[src/design/sdm_pkg.sv]
// constants, register map and types for the servo deviation monitor
package sdm_pkg;
  // register byte offsets
  localparam logic [7:0] OFS_SELECT     = 8'h00;
  localparam logic [7:0] OFS_POS_LIMIT  = 8'h04;
  localparam logic [7:0] OFS_SPD_LIMIT  = 8'h08;
  localparam logic [7:0] OFS_THR_LIMIT  = 8'h0C;
  localparam logic [7:0] OFS_STATUS     = 8'h10;
  localparam logic [7:0] OFS_MASK       = 8'h14;
  localparam logic [7:0] OFS_CONTROL    = 8'h18;
  localparam logic [7:0] OFS_ALARMS     = 8'h1C;
  localparam logic [7:0] OFS_MASS_RATIO = 8'h20;
  localparam logic [7:0] OFS_LOAD_MASS  = 8'h24;
  localparam logic [7:0] OFS_PRIM_MASS  = 8'h28;
  // selector bits and reset value
  localparam int          SEL_POS_BIT = 0;
  localparam int          SEL_SPD_BIT = 1;
  localparam int          SEL_THR_BIT = 2;
  localparam logic [2:0]  SEL_RESET   = 3'h3;
  // limits: reset, min, max (mm, mm/s, percent)
  localparam logic [15:0] POS_LIM_RST = 16'h0032;
  localparam logic [15:0] POS_LIM_MIN = 16'h0001;
  localparam logic [15:0] POS_LIM_MAX = 16'h03E8;
  localparam logic [15:0] SPD_LIM_RST = 16'h03E8;
  localparam logic [15:0] SPD_LIM_MIN = 16'h0001;
  localparam logic [15:0] SPD_LIM_MAX = 16'h1388;
  localparam logic [15:0] THR_LIM_RST = 16'h0064;
  localparam logic [15:0] THR_LIM_MIN = 16'h0001;
  localparam logic [15:0] THR_LIM_MAX = 16'h03E8;
  // alarm bit positions in status, mask and alarm registers
  localparam int AL_POS  = 0;
  localparam int AL_SPD  = 1;
  localparam int AL_THR  = 2;
  localparam int AL_THRM = 3;
  localparam int AL_PEAK = 4;
  localparam int AL_W    = 5;
  // control bits
  localparam int CTL_ALARM_RESET = 0;
  localparam int CTL_CTRL_RESET  = 1;
  // thermal model: full load is 120 percent of rated current
  localparam logic [15:0] FULL_LOAD_PCT = 16'h0078;
  localparam logic [31:0] THERM_TRIP    = 32'h0100_0000;
  localparam logic [15:0] PEAK_PCT      = 16'h012C;
  localparam int          PEAK_TIME_MS  = 3000;
  localparam int          CLK_KHZ       = 20000;
  localparam int          PEAK_CYCLES   = PEAK_TIME_MS * CLK_KHZ;
  localparam logic [31:0] DATA_ZERO     = 32'h0000_0000;
  // divider state
  typedef enum logic [1:0] {
    DIV_IDLE = 2'b00,
    DIV_RUN  = 2'b01,
    DIV_DONE = 2'b10
  } sdm_div_t;
endpackage : sdm_pkg

[src/design/sdm_monitor.sv]
// servo deviation monitor: deviation checks, overload alarms, avalon slave
//
// Behaviour
// after reset position and speed checks enabled, selector value 3
// selector bit value 1 runs position check, model versus measured position
// position deviation above limit raises position alarm and stops motor
// position limit accepts 1 to 1000 mm, resets to 50 mm
// selector bit value 2 runs speed check, model versus measured speed
// speed deviation above limit raises speed alarm and stops motor
// speed limit accepts 1 to 5000 mm/s, resets to 1000 mm/s
// selector bit value 4 runs thrust check, command versus feedback thrust
// thrust deviation above limit raises thrust alarm and stops motor
// thrust limit accepts 1 to 1000 percent, resets to 100 percent
// several checks may be enabled together, each works independently
// absolute, battery and counter alarms never raised for linear motor
// thermal overload alarm when accumulated load exceeds thermal curve
// peak current overload alarm when max current lasts several seconds
// full load current reference is 120 percent of rated current
// mass ratio equals load mass divided by primary side mass
// new selector takes effect only after power cycle or controller reset; here only controller reset loads it, rst_n_i restores value 3
// each deviation is absolute difference of the two quantities
// raised alarm held, motor stopped, until explicit alarm reset
`timescale 1ns/1ps
module sdm_monitor #(
  parameter int PEAK_CYCLES = sdm_pkg::PEAK_CYCLES   // peak current dwell count
) (
  input  wire logic        core_clk_i,               // 20 MHz clock
  input  wire logic        rst_n_i,                  // async reset, active low
  input  wire logic [7:0]  avs_address_i,            // byte address
  input  wire logic        avs_read_i,               // read request
  input  wire logic        avs_write_i,              // write request
  input  wire logic [31:0] avs_writedata_i,          // write data
  input  wire logic [3:0]  avs_byteenable_i,         // byte lanes
  output logic      [31:0] avs_readdata_o,           // read data
  output logic             avs_waitrequest_o,        // stall
  input  wire logic        sample_i,                 // new feedback sample valid
  input  wire logic [31:0] model_pos_i,              // model position, mm, signed
  input  wire logic [31:0] fb_pos_i,                 // measured position, mm
  input  wire logic [31:0] model_spd_i,              // model speed, mm/s
  input  wire logic [31:0] fb_spd_i,                 // measured speed, mm/s
  input  wire logic [31:0] cmd_thrust_i,             // command thrust, percent
  input  wire logic [31:0] fb_thrust_i,              // feedback thrust, percent
  input  wire logic [15:0] current_pct_i,            // motor current, % of rated
  output logic             motor_stop_o,             // stop the linear motor
  output logic [4:0]       alarm_o,                  // latched alarm set
  output logic             absolute_lost_alarm_o,    // never raised
  output logic             battery_cable_warning_o,  // never raised
  output logic             battery_low_warning_o,    // never raised
  output logic             absolute_counter_warning_o, // never raised
  output logic             irq_o                     // level interrupt
);

  typedef struct packed {
    logic [2:0]          sel_pending;
    logic [2:0]          sel_active;
    logic [15:0]         pos_lim;
    logic [15:0]         spd_lim;
    logic [15:0]         thr_lim;
    logic [4:0]          alarm;
    logic [4:0]          status;
    logic [4:0]          mask;
    logic [31:0]         heat;
    logic [31:0]         peak_cnt;
    logic [15:0]         load_mass;
    logic [15:0]         prim_mass;
    logic [15:0]         ratio;
    logic [15:0]         div_rem;
    logic [15:0]         div_quo;
    logic [4:0]          div_cnt;
    sdm_pkg::sdm_div_t   div_st;
    logic [31:0]         rdata;
    logic                wait_n;
    logic                stop;
    logic                irq;
  } sdm_state_t;

  sdm_state_t s_r;
  sdm_state_t s_nxt;

  // absolute difference of two signed quantities
  function automatic logic [32:0] abs_diff(input logic [31:0] a, input logic [31:0] b);
    logic signed [32:0] d;
    d = $signed({a[31], a}) - $signed({b[31], b});
    abs_diff = d[32] ? 33'(-d) : 33'(d);
  endfunction : abs_diff

  // keep a limit inside its legal range
  function automatic logic [15:0] clamp(input logic [15:0] v, input logic [15:0] lo,
                                        input logic [15:0] hi);
    clamp = (v < lo) ? lo : ((v > hi) ? hi : v);
  endfunction : clamp

  logic [32:0] pos_dev;
  logic [32:0] spd_dev;
  logic [32:0] thr_dev;
  logic [15:0] full_load;
  logic        acc;
  logic        wr;
  logic [4:0]  ev;

  assign acc = (avs_read_i | avs_write_i) & ~s_r.wait_n;
  assign wr  = avs_write_i & ~s_r.wait_n & avs_byteenable_i[0];

  // combinational next state
  always_comb begin
    s_nxt   = s_r;
    pos_dev = abs_diff(model_pos_i, fb_pos_i);
    spd_dev = abs_diff(model_spd_i, fb_spd_i);
    thr_dev = abs_diff(cmd_thrust_i, fb_thrust_i);
    full_load = 16'((32'(sdm_pkg::FULL_LOAD_PCT)) );
    ev = '0;
    // each check gated by its own selector bit
    if (sample_i) begin
      ev[sdm_pkg::AL_POS] = s_r.sel_active[sdm_pkg::SEL_POS_BIT]
                            & (pos_dev > 33'(s_r.pos_lim));
      ev[sdm_pkg::AL_SPD] = s_r.sel_active[sdm_pkg::SEL_SPD_BIT]
                            & (spd_dev > 33'(s_r.spd_lim));
      ev[sdm_pkg::AL_THR] = s_r.sel_active[sdm_pkg::SEL_THR_BIT]
                            & (thr_dev > 33'(s_r.thr_lim));
    end
    // thermal integrator: heats above full load, cools below
    if (current_pct_i > full_load) begin
      s_nxt.heat = s_r.heat + 32'(current_pct_i - full_load);
    end else if (s_r.heat > 32'(full_load - current_pct_i)) begin
      s_nxt.heat = s_r.heat - 32'(full_load - current_pct_i);
    end else begin
      s_nxt.heat = sdm_pkg::DATA_ZERO;
    end
    if (s_r.heat >= sdm_pkg::THERM_TRIP) begin
      ev[sdm_pkg::AL_THRM] = 1'b1;
    end
    // peak current dwell, restarts whenever current drops
    if (current_pct_i >= sdm_pkg::PEAK_PCT) begin
      if (s_r.peak_cnt >= 32'(PEAK_CYCLES - 1)) begin
        ev[sdm_pkg::AL_PEAK] = 1'b1;
      end else begin
        s_nxt.peak_cnt = s_r.peak_cnt + 32'h0000_0001;
      end
    end else begin
      s_nxt.peak_cnt = sdm_pkg::DATA_ZERO;
    end
    // mass ratio divider, one quotient bit per cycle
    unique case (s_r.div_st)
      sdm_pkg::DIV_IDLE: begin
        if (s_r.prim_mass != 16'h0000) begin
          s_nxt.div_rem = 16'h0000;
          s_nxt.div_quo = s_r.load_mass;
          s_nxt.div_cnt = 5'h10;
          s_nxt.div_st  = sdm_pkg::DIV_RUN;
        end
      end
      sdm_pkg::DIV_RUN: begin
        // compare on 17 bits, a large divisor leaves a remainder with bit 15 set
        if ({s_r.div_rem, s_r.div_quo[15]} >= {1'b0, s_r.prim_mass}) begin
          s_nxt.div_rem = 16'({s_r.div_rem, s_r.div_quo[15]} - {1'b0, s_r.prim_mass});
          s_nxt.div_quo = {s_r.div_quo[14:0], 1'b1};
        end else begin
          s_nxt.div_rem = {s_r.div_rem[14:0], s_r.div_quo[15]};
          s_nxt.div_quo = {s_r.div_quo[14:0], 1'b0};
        end
        s_nxt.div_cnt = s_r.div_cnt - 5'h01;
        if (s_r.div_cnt == 5'h01) begin
          s_nxt.div_st = sdm_pkg::DIV_DONE;
        end
      end
      sdm_pkg::DIV_DONE: begin
        s_nxt.ratio  = s_r.div_quo;
        s_nxt.div_st = sdm_pkg::DIV_IDLE;
      end
      default: begin
        s_nxt.div_st = sdm_pkg::DIV_IDLE;
      end
    endcase
    // bus: one wait cycle, answer on the second
    s_nxt.wait_n = acc;
    s_nxt.rdata  = sdm_pkg::DATA_ZERO;
    if (avs_read_i & ~s_r.wait_n) begin
      unique case (avs_address_i)
        sdm_pkg::OFS_SELECT:     s_nxt.rdata = {29'h0, s_r.sel_pending};
        sdm_pkg::OFS_POS_LIMIT:  s_nxt.rdata = {16'h0, s_r.pos_lim};
        sdm_pkg::OFS_SPD_LIMIT:  s_nxt.rdata = {16'h0, s_r.spd_lim};
        sdm_pkg::OFS_THR_LIMIT:  s_nxt.rdata = {16'h0, s_r.thr_lim};
        sdm_pkg::OFS_STATUS:     s_nxt.rdata = {27'h0, s_r.status};
        sdm_pkg::OFS_MASK:       s_nxt.rdata = {27'h0, s_r.mask};
        sdm_pkg::OFS_ALARMS:     s_nxt.rdata = {24'h0, s_r.sel_active, s_r.alarm};
        sdm_pkg::OFS_MASS_RATIO: s_nxt.rdata = {16'h0, s_r.ratio};
        sdm_pkg::OFS_LOAD_MASS:  s_nxt.rdata = {16'h0, s_r.load_mass};
        sdm_pkg::OFS_PRIM_MASS:  s_nxt.rdata = {16'h0, s_r.prim_mass};
        default:                 s_nxt.rdata = sdm_pkg::DATA_ZERO;
      endcase
    end
    // clear-on-one status write, event set wins
    if (wr && avs_address_i == sdm_pkg::OFS_STATUS) begin
      s_nxt.status = s_r.status & ~avs_writedata_i[4:0];
    end
    s_nxt.status = s_nxt.status | ev;
    // explicit alarm reset drops held alarms before new events latch
    if (wr && avs_address_i == sdm_pkg::OFS_CONTROL
        && avs_writedata_i[sdm_pkg::CTL_ALARM_RESET]) begin
      s_nxt.alarm = '0;
    end
    // controller reset loads the pending selector
    if (wr && avs_address_i == sdm_pkg::OFS_CONTROL
        && avs_writedata_i[sdm_pkg::CTL_CTRL_RESET]) begin
      s_nxt.sel_active = s_r.sel_pending;
    end
    s_nxt.alarm = s_nxt.alarm | ev;
    if (wr) begin
      unique case (avs_address_i)
        sdm_pkg::OFS_SELECT:    s_nxt.sel_pending = avs_writedata_i[2:0];
        sdm_pkg::OFS_POS_LIMIT: s_nxt.pos_lim = clamp(avs_writedata_i[15:0],
                                  sdm_pkg::POS_LIM_MIN, sdm_pkg::POS_LIM_MAX);
        sdm_pkg::OFS_SPD_LIMIT: s_nxt.spd_lim = clamp(avs_writedata_i[15:0],
                                  sdm_pkg::SPD_LIM_MIN, sdm_pkg::SPD_LIM_MAX);
        sdm_pkg::OFS_THR_LIMIT: s_nxt.thr_lim = clamp(avs_writedata_i[15:0],
                                  sdm_pkg::THR_LIM_MIN, sdm_pkg::THR_LIM_MAX);
        sdm_pkg::OFS_MASK:      s_nxt.mask = avs_writedata_i[4:0];
        sdm_pkg::OFS_LOAD_MASS: s_nxt.load_mass = avs_writedata_i[15:0];
        sdm_pkg::OFS_PRIM_MASS: s_nxt.prim_mass = avs_writedata_i[15:0];
        default: ;
      endcase
    end
    s_nxt.stop = |s_nxt.alarm;
    s_nxt.irq  = |(s_nxt.status & s_nxt.mask);
  end

  // single state register
  always_ff @(posedge core_clk_i or negedge rst_n_i) begin
    if (!rst_n_i) begin
      s_r             <= '0;
      s_r.sel_pending <= sdm_pkg::SEL_RESET;
      s_r.sel_active  <= sdm_pkg::SEL_RESET;
      s_r.pos_lim     <= sdm_pkg::POS_LIM_RST;
      s_r.spd_lim     <= sdm_pkg::SPD_LIM_RST;
      s_r.thr_lim     <= sdm_pkg::THR_LIM_RST;
      s_r.div_st      <= sdm_pkg::DIV_IDLE;
    end else begin
      s_r <= s_nxt;
    end
  end

  // outputs straight from the state register
  assign avs_readdata_o             = s_r.rdata;
  assign avs_waitrequest_o          = ~s_r.wait_n;
  assign motor_stop_o               = s_r.stop;
  assign alarm_o                    = s_r.alarm;
  assign irq_o                      = s_r.irq;
  // linear motor has no battery backed absolute encoder here
  assign absolute_lost_alarm_o      = s_r.wait_n & 1'b0;
  assign battery_cable_warning_o    = s_r.wait_n & 1'b0;
  assign battery_low_warning_o      = s_r.wait_n & 1'b0;
  assign absolute_counter_warning_o = s_r.wait_n & 1'b0;

endmodule : sdm_monitor

[config.mk]
export PLATFORM = sky130hd
export DESIGN_NAME = sdm_monitor
export DESIGN_NICKNAME = d
export VERILOG_FILES = /design/src/design/sdm_pkg.sv /design/src/design/sdm_monitor.sv
export SDC_FILE = /design/constraint.sdc
export NUM_CORES = 1
export LEC_CHECK = 0
export BUFFER_PORTS_ARGS = -buffer_cell sky130_fd_sc_hd__buf_2
export CORE_UTILIZATION = 28
export CTS_BUF_LIST = sky130_fd_sc_hd__clkbuf_4
export CTS_CLUSTER_DIAMETER = 80
export DETAILED_ROUTE_END_ITERATION = 12
export PLACE_DENSITY = 0.47
export SLEW_MARGIN = 10
export SYNTH_ARGS = -nofsm -noshare
export SYNTH_HDL_FRONTEND = slang
export SYNTH_SLANG_ARGS = --single-unit
[constraint.sdc]
create_clock -name core_clk_i -period 4.15 [get_ports core_clk_i]
set_clock_uncertainty 0.15 [all_clocks]
set_input_delay 0.2075 -clock core_clk_i [delete_from_list [all_inputs] [get_ports core_clk_i]]
set_output_delay 0.2075 -clock core_clk_i [all_outputs]
set_load 0.005 [all_outputs]
==> results of run 1 <==
==> layer usage <==
layer / part of all wire / global-route usage / vias to the layer above
met4: 0.013 / 0.0316 / 6
met5: 0.00047 / 0 / -
met1: 0.49 / 0.264 / 12300
met2: 0.46 / 0.298 / 508
li1: - / - / 13200
met3: 0.042 / 0.0257 / 99
==> logic make-up after synthesis <==
logic type	Yosys count	share of synthesized area
adder cells (fa/ha/maj)	237	0.122
AO/OA/AOI/OAI	891	0.243
AND/OR/NAND/NOR	1023	0.210
multiplexers	97	0.0425
XOR/XNOR	214	0.0761
other	1	0.000152
buffers and inverters	373	0.0642
flip-flops	239	0.243
==> sequential cells by signal, summed over array words and instances, names as in the netlist <==
signal          flops
alarm_o             5
irq_o               1
avs_readdata_o     16
motor_stop_o        1
s_r               216
==> area by class of cell <==
class | instances | share of cell area
Antenna cell | 5 | 0.000363
Clock buffer | 104 | 0.0226
Sequential cell | 239 | 0.174
Inverter | 233 | 0.0262
Clock inverter | 21 | 0.00523
Timing Repair Buffer | 1037 | 0.214
Multi-Input combinational cell | 2482 | 0.515
Tap cell | 1155 | 0.0419
==> layout by cell type, fill, tap and decap left out, types with 41 or more instances in the layout <==
cell type	n
o21ai_0	152
mux2_2	63
ha_1	225
xnor2_1	105
o21a_1	41
nand3_1	91
a22oi_1	45
xor2_1	108
dlygate4sd3_1	43
a21o_1	76
buf_2	256
nand4_1	51
buf_4	722
a21oi_1	184
nor3_1	72
inv_1	229
nor2_1	235
clkbuf_4	104
nor2b_1	54
nand2_1	242
dfrtp_1	223
nand2b_1	44
==> metrics by stage <==
step	total power, W	hold slack (ps)
after floorplan	0.00790	-238
after global placement	0.0106	-51.4
after detailed placement	0.0107	-49.4
after CTS	0.0134	9.22
after global routing	0.0146	63.4
final	0.0134	54.9
==> final timing paths <==
check | from | end | slack, ps | cells past startpoint
max | cmd_thrust_i[0] | irq_o | -480 | 29
min | current_pct_i[1] | s_r[157] | 50 | 7
max reg2reg | s_r[155] | s_r[183] | 220 | 17
min reg2reg | s_r[73] | s_r[73] | 350 | 2
max in group asynchronous | rst_n_i | s_r[113] | 2800 | 4
min in group asynchronous | rst_n_i | s_r[2] | 390 | 4
==> report_power, final <==
| group | total [W] | internal (W) | switching [W] |
|---|---|---|---|
| combinational | 0.00753 | 0.00380 | 0.00372 |
| clock | 0.00251 | 0.00135 | 0.00117 |
| sequential | 0.00334 | 0.00286 | 0.000479 |
| total | 0.0134 | 0.00801 | 0.00537 |
==> worst reg2reg max path, delay by kind of cell (launching register included) <==
family	cells	cell delay, ps
adder cells (fa/ha/maj)	1	270
buffers and inverters	2	320
AND/OR/NAND/NOR	2	250
flip-flops	1	380
AO/OA/AOI/OAI	12	2420
==> what timing repair did <==
action,4_1_cts,5_1_grt
setup buffers,10,7
pin swaps,37,34
hold buffers,45,0
gates resized for setup,31,50
cloned,0,1
endpoints found under the setup margin,10,32
hold endpoints to repair,377,0
==> flow_summary.toml, run 1 <==
[sta]
finalWorstSetupSlack_ps = -483
final_hold_viol_count = 0
fmax_mhz = 216
maxSlewViolCount = 0
tightest_slew_ps = 978
rsz_0062_raised_after_global_routing = "true"
post-route-min-period_ps = 4630
finalSetupViolCount = 8
setup_total_negative_slack_ps = -2640
final.period_utilization = 1.12
max-slew-margin-rel = 0.348

[place]
dp.final_hpwl_mm = 67.8
place.port_buffers = 261
place_area_um2 = 32500
place.detailed.instances = 5085
pre_cts_setup_slack_ps = -1600
globalplace.congestion = 0.851

[logic_synthesis]
async_reset_ff_frac = 1.00
synth_largest_type_area_fraction = 0.226
synth_area_leaders = "dfrtp_1 (23%), ha_1 (12%), a21oi_1 (4.0%)"
post_synth_top_flop = "dfrtp_1"
post-synth-top-count-cell = "nand2_1"
synthCells = 3075
syn-mean-instance-area_um2 = 8.05
synth.largest_area_cell = "dfrtp_1"
yosysSeqAreaShare = 0.243
synth_cell_types = 115
synthesis.yosys.warnings = 0
post_synth_instance_area_um2 = 24700
synth_top_cells_by_count = "nand2_1 (246), nor2_1 (239), inv_1 (233)"
synth-edff-count = 0
yosys_register_bits = 239

[clock_tree]
clock_tree.buffer_depth = 3
cts_tree = "built"
number_of_buffers_inserted_during_clock_tree_synthesis = 70
worstSkewPairLatency_ps = 820
cts.sink_count = 239
ctsHtreeMaxLevel = 3
cts.clk_slew.worst_paths_ps = 70
ctsRootBufferMaster = "clkbuf_4"

[pwr]
worst_ir_drop_vdd_v = 0.000233
cellPowerDensity_nw_per_um2 = 388
leakage_nw = 16.6

[drt]
vias = 26100
drt_pass_1_iters = 5
drc_errors = 0
postRouteWirelength_mm = 84.6
vias_per_cell = 4.95
first_iter_violations = 1588
routed_wire_length_per_instance_um = 16.0
antenna_violating_nets_post_route = 0

[job]
max_cap_violations = 0

[critical_path]
critical-path-slowest-cell = "o31a_1"
critical_path_arrival_ps = 5150
critPathTopFamily = "compound AO/OA/AOI/OAI gates"
slowest_delay_ps = 340
timing.critical_path.to_type = "flop"
worstPathMaxFanout = 4
required_time_at_the_endpoint_of_the_critical_path_ps = 4670
timing.setup.critical_path_class = "in -> reg"
sort_of_element_at_the_start_of_the_critical_path = "primary input"
buffers_plus_inverters_on_the_worst_setup_path = 5

[die]
die_width_um = 299
std_cell_rows = 108
die_y_um = 299
fp.coreArea_um2 = 87200
floorplan.initialDensity = 0.284
floorplan.die_area_um2 = 89600
io_pins = 301

[global_route]
grt_first_pass_wirelength_mm = 135
pin_count_of_the_biggest_net_entering_global_routing = 114
antenna_found_initial = 8
grt_usage = 0.185
grt_pass1_vias = 25600
remaining_overflow_grt = 0

[layout]
post_route_cells_drive_above_1_share = 0.324
final_net_count = 4557
fin_area_um2 = 34500
finish.utilization = 0.395
regArea_um2 = 6000
area_added_between_synthesis_and_finish_pct = 39.3
fill_cells = 9130
finish.cell_count_without_fillers = 5276
multiInputGateArea_um2 = 17800

[run_status]
violations = "negative setup slack"
run_status = "complete, but fails checks"

[worst_hold_path]
hold_class = "in -> reg"
(Power assumes the default switching activity.)
==> inputs of run 2 (changes only) <==
--- a/config.mk
+++ b/config.mk
@@ -10,6 +10,7 @@
 export CTS_BUF_LIST = sky130_fd_sc_hd__clkbuf_4
 export CTS_CLUSTER_DIAMETER = 80
 export DETAILED_ROUTE_END_ITERATION = 12
+export GPL_TIMING_DRIVEN = 0
 export PLACE_DENSITY = 0.47
 export SLEW_MARGIN = 10
 export SYNTH_ARGS = -nofsm -noshare
==> run 2 against run 1 <==
The flow still finishes with violations (negative setup slack). Non-clock buffer count is 545 lower. Routed wire length is 1.7% lower. Register-to-register slack better by 60 ps. Critical path depth is 3 lower. Sequential power hardly changed. Die area stayed put. Final cell count is 10% lower. Clock power is 4% lower. Worst setup slack worse by 390 ps. Highest routed layer unchanged. Count of clock-buffer cells in the layout is 2 lower.
==> flow_summary.toml, run 2 (synthesis results as in run 1) <==
[critical_path]
crit-reg2reg-capture = "s_r[184]"
sort_of_element_at_the_start_of_the_critical_path = "primary input"
rrSetupSlack_ps = 280
required_time_at_the_endpoint_of_the_critical_path_ps = 4620
critPathLaunch = "cmd_thrust_i[0]"
critical_path_arrival_ps = 5490
timing.setup.critical_path_class = "in -> reg"
regToRegStartpoint = "s_r[154]"
worstPathMaxFanout = 8
worst_r2r_path_depth = 17
destination_of_the_critical_timing_path = "irq_o"
timing.critical_path.to_type = "flop"

[sta]
fmax_mhz = 199
finalSetupViolCount = 8
tightest_slew_ps = 1080
rsz_0062_raised_after_global_routing = "true"
final_hold_viol_count = 0
maxSlewViolCount = 0
max-slew-margin-rel = 0.276
post-route-min-period_ps = 5020
finalWorstSetupSlack_ps = -872
final.period_utilization = 1.21

[global_route]
antenna_found_initial = 8
grt_usage = 0.180
grt_pass1_vias = 23600
remaining_overflow_grt = 0
grt_first_pass_wirelength_mm = 130
pin_count_of_the_biggest_net_entering_global_routing = 100

[layout]
regArea_um2 = 6000
final_net_count = 4015
fill_cells = 9382
finish.cell_count_without_fillers = 4738
largest_reg_flops = 216
finish.utilization = 0.349
final_common_cell = "buf_2"
post_route_cells_drive_above_1_share = 0.209
multiInputGateArea_um2 = 18100
fin_area_um2 = 30500
max_flop_register = "s_r"
mostFrequentLayoutCells = "buf_2 (257), nand2_1 (240), nor2_1 (232)"
area_added_between_synthesis_and_finish_pct = 23.1

[die]
floorplan.initialDensity = 0.284
floorplan.die_area_um2 = 89600
fp.coreArea_um2 = 87200
io_pins = 301
die_width_um = 299
std_cell_rows = 108
die_y_um = 299

[place]
place.detailed.instances = 4507
pre_cts_setup_slack_ps = -2830
place_area_um2 = 27900
dp.final_hpwl_mm = 64.5
place.port_buffers = 256
globalplace.congestion = 0.872

[drt]
drt_pass_1_iters = 5
antenna_violating_nets_post_route = 0
first_iter_violations = 1335
postRouteWirelength_mm = 83.1
routed_wire_length_per_instance_um = 17.5
vias = 24300
drc_errors = 0
vias_per_cell = 5.14

[worst_hold_path]
hold_class = "in -> reg"

[pwr]
cellPowerDensity_nw_per_um2 = 402
fin_total_pwr_w = 0.0122
leakage_nw = 13.8
worst_ir_drop_vdd_v = 0.000172

[run_status]
run_status = "complete, but fails checks"
violations = "negative setup slack"

[clock_tree]
cts.clk_slew.worst_paths_ps = 60
worstSkewPairLatency_ps = 830
number_of_buffers_inserted_during_clock_tree_synthesis = 73
ctsRootBufferMaster = "clkbuf_4"
cts.sink_count = 239
cts_tree = "built"
ctsHtreeMaxLevel = 3
clock_tree.buffer_depth = 3

[job]
max_cap_violations = 0
-- run 2: cell count changes in the layout (fill, tap and decap cells not counted), sizes merged --
cell	previous run	this run
clkinv	14	28
dlygate4sd3	43	48
diode	5	2
clkbuf	105	168
buf	993	378
bufinv	3	1
-- run 2: worst max-delay path: stages --
cell      delay, ps
buf_6           100
inv_4            50
ha_4            130
fa_2            190
and2b_2         260
o211ai_1        310
a21oi_2         130
o21ai_2         170
a31oi_2         120
o31a_1          360
o21a_1          230
clkbuf_8        150
buf_4           170
a31oi_1         180
xnor2_1         130
ha_1            350
nand4_1         100
or4_1           500
o21ai_0         140
o22ai_1         150
a221o_1         300
nor4_2          210
nand4_1         230
o311ai_4        340
buf_12          170
o221ai_2        100
-- run 2: worst min-delay path by stage --
| stage | from | endpoint | slack (ps) | depth (start not counted) |
|---|---|---|---|---|
| 2_1_floorplan | rst_n_i | alarm_o[0] | -240 | 0 |
| 3_3_place_gp | avs_write_i | s_r[2] | 290 | 3 |
| 3_5_place_dp | rst_n_i | s_r[159] | 70 | 1 |
| 6_report | current_pct_i[3] | s_r[157] | 20 | 6 |
| 5_1_grt | current_pct_i[3] | s_r[157] | 40 | 6 |
| 4_1_cts | current_pct_i[10] | s_r[165] | 6 | 6 |
-- run 2: timing repair --
item	in CTS	in global routing
hold endpoints to repair	339	0
pin swaps	62	74
setup endpoints to repair	39	56
buffers inserted	38	23
hold buffers	50	0
gates resized for setup	82	90
-- run 2: final cells by class --
| class | count | share of cell area |
|---|---|---|
| well taps | 1155 | 0.0474 |
| multi-input cells | 2482 | 0.593 |
| clock inverters | 33 | 0.00579 |
| clock buffers | 102 | 0.0251 |
| flip-flops and latches | 239 | 0.197 |
| repair buffers | 368 | 0.0785 |
| diodes | 2 | 0.000164 |
| inverters | 233 | 0.0296 |
| plain buffers | 124 | 0.0234 |
-- run 2: where the power goes --
group	internal (W)	total, W	switching (W)
clock	0.00122	0.00241	0.00120
combinational	0.00287	0.00649	0.00362
sequential	0.00286	0.00333	0.000470
total	0.00695	0.0122	0.00529
-- run 2: stage by stage --
stage                     hold WS (ps)  TNS, ps
after global routing              38.5    -6310
after CTS                         6.47    -6760
after floorplan                   -238    -6500
after detailed placement          65.6   -56040
final                             20.8    -4650
after global placement             292  -530550
-- run 2: layer usage --
layer,vias up,track usage,wire length [um],share of wire
met4,8,0.0363,1270,0.015
met2,443,0.287,37500,0.45
li1,12100,-,-,-
met3,101,0.0244,3060,0.037
met5,-,0,38,0.00046
met1,11700,0.258,41300,0.50
==> inputs of run 3 (changes only) <==
--- a/config.mk
+++ b/config.mk
@@ -6,12 +6,13 @@
 export NUM_CORES = 1
 export LEC_CHECK = 0
 export BUFFER_PORTS_ARGS = -buffer_cell sky130_fd_sc_hd__buf_2
-export CORE_UTILIZATION = 28
+export CORE_UTILIZATION = 56
 export CTS_BUF_LIST = sky130_fd_sc_hd__clkbuf_4
 export CTS_CLUSTER_DIAMETER = 80
 export DETAILED_ROUTE_END_ITERATION = 12
 export GPL_TIMING_DRIVEN = 0
-export PLACE_DENSITY = 0.47
+export MAX_ROUTING_LAYER = met4
+export PLACE_DENSITY = 0.81
 export SLEW_MARGIN = 10
 export SYNTH_ARGS = -nofsm -noshare
 export SYNTH_HDL_FRONTEND = slang
==> run 3 against run 2 <==
The run still ends with negative setup slack left. Routed wire length is 10% lower. Critical path depth up 4. Sequential share of layout area increased by 0.71 points. Combinational power grew 2%. Die area shrank 50%. Utilization grew 33 points. Worst setup slack better by 100 ps. Via count is 3.9% higher. Non-clock buffer count decreased by 9. Sequential power about the same.
==> flow_summary.toml, run 3 (synthesis results as in run 1) <==
[sta]
post-route-min-period_ps = 4920
finalSetupViolCount = 8
rsz_0062_raised_after_global_routing = "true"
final_hold_viol_count = 0
max-slew-margin-rel = 0.393
fmax_mhz = 203
tightest_slew_ps = 902
maxSlewViolCount = 0
finalWorstSetupSlack_ps = -769
final.period_utilization = 1.19

[drt]
drt_pass_1_iters = 7
first_iter_violations = 1710
postRouteWirelength_mm = 74.7
vias = 25300
routed_wire_length_per_instance_um = 18.1
antenna_violating_nets_post_route = 0
drc_errors = 0
vias_per_cell = 6.12

[critical_path]
worstPathMaxFanout = 6
rrSetupSlack_ps = 270
critical-path-slowest-cell = "o211ai_1"
critical_path.most_common_cell = "o21ai_2"
sort_of_element_at_the_start_of_the_critical_path = "primary input"
required_time_at_the_endpoint_of_the_critical_path_ps = 4630
timing.setup.critical_path_class = "in -> reg"
slowest_delay_ps = 380
critical_path_arrival_ps = 5400
timing.critical_path.to_type = "flop"

[layout]
final_common_cell = "buf_2"
finish.cell_count_without_fillers = 4132
area_added_between_synthesis_and_finish_pct = 18.8
post_route_cells_drive_above_1_share = 0.208
largest_reg_flops = 216
fin_area_um2 = 29400
mostFrequentLayoutCells = "buf_2 (258), nand2_1 (238), nor2_1 (232)"
final_net_count = 3993
max_flop_register = "s_r"

[global_route]
grt_usage = 0.332
grt_first_pass_wirelength_mm = 120
grt_pass1_vias = 24700
pin_count_of_the_biggest_net_entering_global_routing = 103
remaining_overflow_grt = 0
antenna_found_initial = 4

[pwr]
worst_ir_drop_vdd_v = 0.000428
combPwrFrac = 0.556
fin_total_pwr_w = 0.0119
p_switching_w = 0.00522
cellPowerDensity_nw_per_um2 = 404
internal-power_w = 0.00667
leakage_nw = 13.6
power_frac_seq = 0.281
share_clk_of_total_power = 0.164
power_switching_share = 0.439

[clock_tree]
cts_tree = "built"
ctsRootBufferMaster = "clkbuf_4"
number_of_buffers_inserted_during_clock_tree_synthesis = 60
clock_tree.buffer_depth = 3
ctsHtreeMaxLevel = 2
cts.sink_count = 239
worstSkewPairLatency_ps = 780
cts.clk_slew.worst_paths_ps = 80

[place]
place.port_buffers = 256
place.detailed.instances = 3937
dp.final_hpwl_mm = 56.7
pre_cts_setup_slack_ps = -2520
globalplace.congestion = 0.947
place_area_um2 = 27200

[die]
fp.coreArea_um2 = 43400
die_width_um = 212
floorplan.initialDensity = 0.571
std_cell_rows = 76
die_y_um = 212
io_pins = 301
floorplan.die_area_um2 = 45000

[job]
max_cap_violations = 0

[run_status]
violations = "negative setup slack"
run_status = "complete, but fails checks"

[worst_hold_path]
hold_class = "in -> reg"
## run 3: cell types whose count changed in the layout (fill, tap and decap cells not counted), moves of 3 or more
| cell | delta |
|---|---|
| dlygate4sd3_1 | -10 |
| a211oi_2 | +3 |
| xnor2_1 | -4 |
| clkbuf_4 | -19 |
| clkinv_1 | -8 |
| xnor2_2 | +4 |
| clkinv_2 | +3 |
| diode_2 | +3 |
## run 3: per-layer routing
metal  GRT usage  vias to the layer above  share of wire
met3      0.0449                      189          0.059
met2       0.565                      952           0.49
met1       0.401                    12100           0.42
li1            -                    12100              -
met5           -                        -              0
met4       0.117                        0          0.034
## run 3: power groups by stage
| stage | clock, W | combinational, W | sequential [W] |
|---|---|---|---|
| 3_3_place_gp | 0 | 0.00571 | 0.00332 |
| 5_1_grt | 0.00208 | 0.00730 | 0.00339 |
| 3_5_place_dp | 0 | 0.00598 | 0.00335 |
| 6_report | 0.00194 | 0.00661 | 0.00334 |
| 4_1_cts | 0.00195 | 0.00624 | 0.00331 |
| 2_1_floorplan | 0 | 0.00469 | 0.00321 |
## run 3: area by class of cell
class | count | area, um2
clock buffers | 82 | 616
fillers | 3572 | 14000
plain buffers | 125 | 724
inverters | 233 | 902
diodes | 5 | 12.5
clock inverters | 23 | 100
well taps | 585 | 732
repair buffers | 358 | 2270
flip-flops and latches | 239 | 6000
multi-input cells | 2482 | 18000
## run 3: path summary, 6_finish.rpt
kind,start,end,cells past startpoint
min in group asynchronous,rst_n_i,avs_readdata_o[11],4
setup / recovery,cmd_thrust_i[0],irq_o,30
hold / removal,current_pct_i[8],s_r[162],5
setup reg to reg,s_r[155],s_r[183],15
hold reg to reg,s_r[73],s_r[73],2
max in group asynchronous,rst_n_i,s_r[224],4
## run 3: stage by stage
step	setup TNS (ps)	hold slack, ps	utilization
3_5_place_dp	-46900	-28.6	0.627
6_report	-4360	46.5	0.678
5_1_grt	-6240	48.9	0.678
2_1_floorplan	-6500	-238	-
4_1_cts	-5700	14.7	0.666
3_3_place_gp	-350710	287	0.625
## run 3: critical path: cells and delay by family
family / cells / cell delay, ps
AND/OR/NAND/NOR: 6 / 910
buffers and inverters: 4 / 480
AO/OA/AOI/OAI: 17 / 3240
adder cells (fa/ha/maj): 3 / 570
## run 3: timing repair
action / in CTS / in global routing
hold buffers: 39 / 0
resized for setup: 71 / 99
endpoints found under the setup margin: 31 / 59
hold endpoints to repair: 334 / 0
gates cloned: 0 / 1
pin swaps: 56 / 72
setup buffers: 37 / 23
